`src/verilog/pwmt_pkg.sv`:
```
// Package for the PWM timer channel block: register byte addresses,
// field widths, reset values and the carrier structs shared by ports.
// Assumes a single 200 MHz clock domain and synchronous reset.
package pwmt_pkg;

  // ----------------------------------------------------------------
  // Widths
  // ----------------------------------------------------------------
  localparam int unsigned PWMT_CNT_W  = 16;
  localparam int unsigned PWMT_DIV_W  = 7;
  localparam int unsigned PWMT_ADDR_W = 3;

  // ----------------------------------------------------------------
  // Byte register addresses, high and low halves of each pair
  // ----------------------------------------------------------------
  localparam logic [2:0] PWMT_A_CNT_H = 3'h0;
  localparam logic [2:0] PWMT_A_CNT_L = 3'h1;
  localparam logic [2:0] PWMT_A_MOD_H = 3'h2;
  localparam logic [2:0] PWMT_A_MOD_L = 3'h3;
  localparam logic [2:0] PWMT_A_CV_H  = 3'h4;
  localparam logic [2:0] PWMT_A_CV_L  = 3'h5;

  // ----------------------------------------------------------------
  // Reset values and codes
  // ----------------------------------------------------------------
  localparam logic [15:0] PWMT_CNT_RST  = 16'h0000;
  localparam logic [15:0] PWMT_MOD_RST  = 16'h0000;
  localparam logic [15:0] PWMT_CV_RST   = 16'h0000;
  localparam logic [6:0]  PWMT_DIV_RST  = 7'h00;
  localparam logic [7:0]  PWMT_RD_RST   = 8'h00;
  localparam logic [1:0]  PWMT_CSS_STOP = 2'h0;
  localparam logic [2:0]  PWMT_PS_DIV2  = 3'h1;
  localparam int unsigned PWMT_SIGN_BIT = 15;

  // ----------------------------------------------------------------
  // Carriers
  // ----------------------------------------------------------------
  typedef struct packed {
    logic       en;
    logic [2:0] addr;
    logic [7:0] data;
  } pwmt_wr_t;

  typedef struct packed {
    logic       center_aligned;
    logic [1:0] clock_source_select;
    logic [2:0] prescale_select;
  } pwmt_cfg_t;

endpackage : pwmt_pkg

```
`src/verilog/pwmt_core.sv`:
```
// PWM timer channel with center- and edge-aligned counting, modelling
// the silicon behaviour at duty-cycle boundaries and across restarts.
// Assumes byte writes and reads by software, all synchronous to ref_clk.
`timescale 1ns/1ps
`default_nettype none

module pwmt_core (
  // Clock and reset
  input  wire logic              ref_clk,
  input  wire logic              rst_n,
  // Configuration
  input  wire pwmt_pkg::pwmt_cfg_t cfg,
  // Register byte access
  input  wire pwmt_pkg::pwmt_wr_t  wr,
  input  wire logic [2:0]        rd_addr,
  output logic [7:0]             rd_data,
  // Status and channel output
  output logic [15:0]            counter_value,
  output logic                   count_down,
  output logic                   pwm_out
);
  import pwmt_pkg::*;

  logic [15:0] cnt_q;
  logic [15:0] cnt_d;
  logic        dir_q;
  logic        dir_d;
  logic [15:0] mod_q;
  logic [15:0] cv_q;
  logic [15:0] cvb_q;
  logic [6:0]  div_q;
  logic [6:0]  div_mask;
  logic        pwm_q;
  logic [7:0]  rd_q;
  logic        running;
  logic        tick;
  logic        clr;
  logic        per_start;
  logic [15:0] mod_m1;

  // ----------------------------------------------------------------
  // Prescaler
  // ----------------------------------------------------------------
  assign running  = cfg.clock_source_select != PWMT_CSS_STOP;
  assign div_mask = 7'((8'h01 << cfg.prescale_select) - 8'h01);
  // A tick when all selected divider bits are ones
  assign tick     = running && ((div_q & div_mask) == div_mask);
  assign clr      = wr.en && (wr.addr == PWMT_A_CNT_H ||
                              wr.addr == PWMT_A_CNT_L);

  // Divider only reset by device reset; it freezes while stopped so a
  // restart continues mid-count and the first tick may come early
  always_ff @(posedge ref_clk) begin
    if (!rst_n) begin
      div_q <= PWMT_DIV_RST;
    end else if (running) begin
      div_q <= div_q + 7'h01;
    end
  end

  // ----------------------------------------------------------------
  // Counter next state
  // ----------------------------------------------------------------
  assign mod_m1 = mod_q - 16'h0001;

  // Direction turns as the count arrives at a limit, so a stop at the
  // modulo leaves the down state pending across a clear
  always_comb begin
    cnt_d     = cnt_q;
    dir_d     = dir_q;
    per_start = 1'b0;
    if (cfg.center_aligned) begin
      if (!dir_q) begin
        cnt_d = cnt_q + 16'h0001;
        if (cnt_d == mod_q) begin
          dir_d     = 1'b1;
          per_start = 1'b1;
        end
      end else begin
        cnt_d = cnt_q - 16'h0001;
        if (cnt_d == 16'h0000) begin
          dir_d = 1'b0;
        end
      end
    end else begin
      dir_d = 1'b0;
      if (cnt_q == mod_q) begin
        cnt_d     = 16'h0000;
        per_start = 1'b1;
      end else begin
        cnt_d = cnt_q + 16'h0001;
      end
    end
  end

  // Counter and direction; a clear wins over a tick but keeps direction
  always_ff @(posedge ref_clk) begin
    if (!rst_n) begin
      cnt_q <= PWMT_CNT_RST;
      dir_q <= 1'b0;
    end else if (clr) begin
      cnt_q <= 16'h0000;
    end else if (tick) begin
      cnt_q <= cnt_d;
      dir_q <= dir_d;
    end
  end

  // ----------------------------------------------------------------
  // Registers
  // ----------------------------------------------------------------
  // Byte halves update independently; software orders its writes
  always_ff @(posedge ref_clk) begin
    if (!rst_n) begin
      mod_q <= PWMT_MOD_RST;
      cv_q  <= PWMT_CV_RST;
    end else if (wr.en) begin
      unique case (wr.addr)
        PWMT_A_MOD_H: mod_q[15:8] <= wr.data;
        PWMT_A_MOD_L: mod_q[7:0]  <= wr.data;
        PWMT_A_CV_H:  cv_q[15:8]  <= wr.data;
        PWMT_A_CV_L:  cv_q[7:0]   <= wr.data;
        default: ;
      endcase
    end
  end

  // Registered read port
  always_ff @(posedge ref_clk) begin
    if (!rst_n) begin
      rd_q <= PWMT_RD_RST;
    end else begin
      unique case (rd_addr)
        PWMT_A_CNT_H: rd_q <= cnt_q[15:8];
        PWMT_A_CNT_L: rd_q <= cnt_q[7:0];
        PWMT_A_MOD_H: rd_q <= mod_q[15:8];
        PWMT_A_MOD_L: rd_q <= mod_q[7:0];
        PWMT_A_CV_H:  rd_q <= cv_q[15:8];
        PWMT_A_CV_L:  rd_q <= cv_q[7:0];
        default:      rd_q <= PWMT_RD_RST;
      endcase
    end
  end

  // ----------------------------------------------------------------
  // Channel output
  // ----------------------------------------------------------------
  logic cvb_neg;
  logic cvb_edge;
  logic cvb_dead;
  logic cv_neg;
  logic cv_zero;

  assign cvb_neg  = cvb_q[PWMT_SIGN_BIT];
  assign cvb_edge = (cvb_q == mod_q) || (cvb_q == mod_m1);
  assign cvb_dead = cvb_neg || cvb_edge;
  assign cv_neg   = cv_q[PWMT_SIGN_BIT];
  assign cv_zero  = cv_q == 16'h0000;

  // Buffered value is taken at each period start; in center mode the live
  // value still steers the zero cases, which is what makes them misbehave
  always_ff @(posedge ref_clk) begin
    if (!rst_n) begin
      cvb_q <= PWMT_CV_RST;
      pwm_q <= 1'b0;
    end else if (tick && !clr) begin
      if (cfg.center_aligned) begin
        if (per_start) begin
          cvb_q <= cv_q;
          if (cv_neg || cv_zero || cv_q == mod_q || cv_q == mod_m1) begin
            pwm_q <= 1'b0;
          end
        end else if (dir_q && !cvb_dead && cvb_q != 16'h0000 &&
                     cnt_q == cvb_q) begin
          pwm_q <= 1'b1;
        end else if (dir_q && !cvb_dead && cvb_q == 16'h0000 &&
                     cnt_d == 16'h0000 && !cv_zero && !cv_neg) begin
          // A zero buffer never matches going down, since the count is
          // already turned up at zero; the live value sets it on arrival
          pwm_q <= 1'b1;
        end else if (!dir_q && !cvb_dead && cvb_q != 16'h0000 &&
                     cnt_q == cvb_q) begin
          if (!cv_zero) begin
            pwm_q <= 1'b0;
          end
        end
      end else begin
        if (per_start) begin
          // Set uses the old buffered value: update lands too late
          pwm_q <= !cvb_neg && (cvb_q != 16'h0000);
          cvb_q <= cv_q;
        end else if (cnt_q == cvb_q) begin
          pwm_q <= 1'b0;
        end
      end
    end
  end

  // ----------------------------------------------------------------
  // Outputs
  // ----------------------------------------------------------------
  assign rd_data       = rd_q;
  assign counter_value = cnt_q;
  assign count_down    = dir_q;
  assign pwm_out       = pwm_q;
endmodule : pwmt_core

`default_nettype wire

```
`config.mk`:
```
export PLATFORM = sky130hd
export DESIGN_NAME = pwmt_core
export DESIGN_NICKNAME = d
export VERILOG_FILES = /design/src/verilog/pwmt_pkg.sv /design/src/verilog/pwmt_core.sv
export SDC_FILE = /design/constraint.sdc
export NUM_CORES = 1
export LEC_CHECK = 0
export ABC_CLOCK_PERIOD_IN_PS = 3200
export CORE_ASPECT_RATIO = 0.7
export CORE_UTILIZATION = 54
export CTS_CLUSTER_DIAMETER = 30
export CTS_CLUSTER_SIZE = 10
export DETAILED_ROUTE_END_ITERATION = 7
export DONT_BUFFER_PORTS = 1
export PLACE_DENSITY = 0.66
export SLEW_MARGIN = 20
export SYNTH_ARGS = -nofsm -noshare
export SYNTH_HDL_FRONTEND = slang
export SYNTH_SLANG_ARGS = --single-unit
```
`constraint.sdc`:
```
create_clock -name ref_clk -period 3.2 [get_ports ref_clk]
set_input_delay 0.32 -clock ref_clk [delete_from_list [all_inputs] [get_ports ref_clk]]
set_output_delay 0.32 -clock ref_clk [all_outputs]
set_load 0.01 [all_outputs]
```
==> flow_metrics.py <==
metrics = {
    "yosys": {
        "synthCells": 873,
        "synth-async-reset-ratio": 0,
        "synth.area.top_cells": "dfxtp_1 (24%), xnor2_1 (6.9%), mux2i_1 (6.6%), xor2_1 (6.3%), nand2_1 (4.8%)",
        "yosysTopAreaCellShare": 0.2370,
        "yosysUniqueCellTypes": 79,
        "synth_top_area_cell": "dfxtp_1",
        "ys_ff_latch": 81,
        "synth_ff_type": "dfxtp_1",
        "synthesis.nets": 902,
        "yosysSeqAreaShare": 0.2370,
        "synth-edff-count": 0,
        "avgSynthCellArea_um2": 7.838,
        "synth_area_um2": 6843,
        "yosys_warnings": 0,
    },
    "placed_design": {
        "dp_cells": 1012,
        "portBuffers": 0,
        "gp_congestion": 1.009,
        "dpl.hpwl_um": 17990,
    },
    "timing": {
        "post-route-period-util": 0.9490,
        "max_freq_ghz": 0.3293,
        "tightest_slew_ns": 0.9224,
        "totalNegativeSetupSlack_ns": 0,
        "relSlewSlack": 0.3838,
        "period_needed_ns": 3.037,
        "finalHoldViolCount": 0,
        "rsz0062_at_grt": "no",
        "setup_viol": 0,
        "timing.hold.ws_ns": 0.1021,
        "finClkSkew_ns": 0.009035,
        "final_max_slew_viol_count": 0,
    },
    "setup_path": {
        "ff2ff_path_depth": 11,
        "crit_start": "mod_q[1]$_SDFFE_PN0P_",
        "r2r-start": "mod_q[1]$_SDFFE_PN0P_",
        "critical_path.most_common_cell": "nand4_1",
        "worst_path_max_delay_cell": "nor4b_4",
        "rrSetupSlack_ns": 0.16,
        "cp_cell_sequence": "inv_1 > ha_1 > nor4b_4 > nand3_1 > a311oi_1 > nand4_1 > nor4_1 > o211ai_1 > nor3b_1 > nand4_1 > a21oi_2",
        "start_kind": "flop",
        "crit_type": "flop to flop",
        "rr_endpoint": "pwm_out$_SDFFE_PN0P_",
        "critPathCapture": "pwm_out$_SDFFE_PN0P_",
        "worst_ep_required_time_ns": 3.44,
        "cp-end-kind": "flop",
        "cpPeakStageDelay_ns": 0.47,
        "worstPathMaxFanout": 8,
        "crit_arrival_ns": 3.28,
    },
    "cells_and_area": {
        "multi_input_area_um2": 4776,
        "fin_cells": 1028,
        "area_delta_synth_final_pct": 9.490,
        "layout-drive-gt1-share": 0.1355,
        "final_nets": 895,
        "diodes": 0,
        "fill_cells": 1036,
        "ff_latch_area_um2": 1623,
    },
    "route": {
        "num_vias": 6840,
        "ant_nets": 0,
        "drt_wl_total_um": 23150,
        "wl_per_cell_um": 22.52,
        "viasPerCell": 6.654,
        "drc": 0,
        "firstDrtPassIters": 7,
        "drt-initial-drc-count": 928,
    },
    "global_route": {
        "grt.overflow.total": 0,
        "met1_usage": 0.5281,
        "grt_first_pass_wirelength_um": 35550,
        "met3_usage": 0.1322,
        "busiest_layer": "met1",
        "gr-usage-all-layers": 0.3643,
        "antenna_found_initial": 0,
        "met2_usage": 0.5030,
        "grt_pass1_vias": 6144,
        "grt_max_degree": 68,
    },
    "power": {
        "peakVddDrop_mv": 0.2754,
        "p_per_area_nw_per_um2": 338.9,
        "p_leak_nw": 2.934,
    },
    "cts": {
        "clk_latency_ns": 0.35,
        "post_cts_buffers": 0,
        "htreeDepth": 3,
        "clockBufferDepth": 2,
        "clk_pin_slew_worst_paths_ns": 0.07,
        "numClockSinks": 81,
        "post_cts_resize_count": 0,
        "cts_buffers": 9,
        "cts_tree": "yes",
        "ctsHoldBuffers": 0,
        "root_buffer": "clkbuf_16",
    },
    "die": {
        "num_rows": 33,
        "die_x_um": 136.5,
        "ios": 49,
        "dieArea_um2": 13130,
        "start_util": 0.5695,
        "core_um2": 12020,
        "die_h_um": 96.18,
    },
    "run_status": {
        "outcome": "finished, final reports clean",
    },
    "hold_path": {
        "hold_class": "primary input to flop",
    },
    "job": {
        "cap_violations": 0,
    },
}
[layer usage]
| metal | vias to the layer above | part of all wire | routed length, µm |
|---|---|---|---|
| li1 | 3095 | - | - |
| met1 | 3220 | 0.45 | 10380 |
| met2 | 470 | 0.38 | 8900 |
| met3 | 55 | 0.15 | 3404 |
| met4 | 0 | 0.020 | 461 |
| met5 | - | 0 | 0 |
[final cells by class]
type                            count  area share
Clock buffer                        9     0.03006
Clock inverter                      7     0.01303
Inverter                           23     0.01152
Multi-Input combinational cell    686      0.6374
Sequential cell                    81      0.2166
Tap cell                          157     0.02622
Timing Repair Buffer               65     0.06513
[sequential cells by signal, summed over array words and instances (netlist names)]
register,count
counter_value,16
cv_q,16
cvb_q,16
mod_q,16
rd_data,8
div_q,7
count_down,1
pwm_out,1
[cell families (layout without fill, tap and decap cells)]
| group | after synthesis | in the layout | share of synthesized area |
|---|---|---|---|
| simple gates | 349 | 349 | 0.2827 |
| compound gates | 171 | 171 | 0.1799 |
| buf+inv | 106 | 104 | 0.06729 |
| xor+xnor | 105 | 105 | 0.1366 |
| flops | 81 | 81 | 0.2370 |
| mux | 55 | 55 | 0.08557 |
| fa+ha+maj | 6 | 6 | 0.01097 |
[report_power, final]
part / switching (mW) / leakage, nW / internal, mW / total [mW]
clock: 0.502 / 0.159 / 0.633 / 1.14
sequential: 0.0254 / 0.655 / 1.02 / 1.05
combinational: 0.206 / 2.12 / 0.152 / 0.357
total: 0.734 / 2.93 / 1.81 / 2.54
[worst min path at each step]
stage | startpoint | end | cells after the start
2_1_floorplan | div_q[6]$_SDFFE_PN0P_ | div_q[6]$_SDFFE_PN0P_ | 2
5_1_grt | rst_n | cv_q[15]$_SDFFE_PN0P_ | 1
4_1_cts | rst_n | count_down$_SDFFE_PN0P_ | 1
3_3_place_gp | rst_n | count_down$_SDFFE_PN0P_ | 1
3_5_place_dp | rst_n | count_down$_SDFFE_PN0P_ | 1
6_report | rst_n | cv_q[15]$_SDFFE_PN0P_ | 1
[cell usage after synthesis, types with 4 or more instances]
cell type  number
nor2_1         62
o211ai_1        9
buf_1           9
nand4_1        24
a211oi_1        8
a21boi_0       30
mux2_2          8
buf_2          20
nor4_1         24
inv_1          22
o31ai_1         5
a31oi_1        11
and4_1          5
or3_1          10
ha_1            6
nor3b_1         5
nand2_1        87
nor2b_1        35
a22oi_1         9
buf_4           4
o32ai_1         4
dfxtp_1        81
nor3_1         22
nand3b_1        4
nand3_1         9
and3_1          6
o221ai_1        5
nand2b_1        5
mux2i_1        45
xor2_1         49
clkbuf_1       47
o22ai_1        10
o21a_1          5
a21oi_1        17
o21ai_0        29
nor4_2          4
xnor2_1        54
nor4b_1         5
and2_1         17
[worst max-delay path, delay by kind of cell, from the launching register on]
family	cells	cell delay, ns
adders and majority gates	1	0.28
AOI/OAI and AO/OA	3	0.65
and+or+nand+nor	6	1.51
DFF	1	0.40
buffers and inverters	1	0.09
[stage by stage]
| step | power [mW] | setup slack (ns) | area [µm²] | utilization |
|---|---|---|---|---|
| floorplan | 1.335 | 0.2124 | 6843 | - |
| global placement | 1.409 | 0.2137 | 7159 | 0.5959 |
| detailed placement | 1.411 | 0.1368 | 7159 | 0.5959 |
| CTS | 2.536 | 0.1000 | 7482 | 0.6227 |
| global route | 2.621 | 0.04912 | 7492 | 0.6236 |
| finish | 2.539 | 0.1630 | 7492 | 0.6236 |
[cells in the final DEF, fill, tap and decap left out, types with 6 or more instances in the layout]
master / Yosys / final
mux2i_1: 45 / 45
mux2_2: 8 / 8
nor2_1: 62 / 62
clkbuf_16: 0 / 9
ha_1: 6 / 6
buf_4: 4 / 65
dfxtp_1: 81 / 80
nand4_1: 24 / 24
nor4_1: 24 / 24
nand3_1: 9 / 9
o22ai_1: 10 / 10
xor2_1: 49 / 49
a21boi_0: 30 / 30
nand2_1: 87 / 87
and3_1: 6 / 6
inv_1: 22 / 22
a211oi_1: 8 / 8
o211ai_1: 9 / 9
a21oi_1: 17 / 17
xnor2_1: 54 / 54
and2_1: 17 / 17
o21ai_0: 29 / 29
or3_1: 10 / 10
a22oi_1: 9 / 9
nor3_1: 22 / 22
nor2b_1: 35 / 35
a31oi_1: 11 / 11
Power figures use the tool's default switching activity.
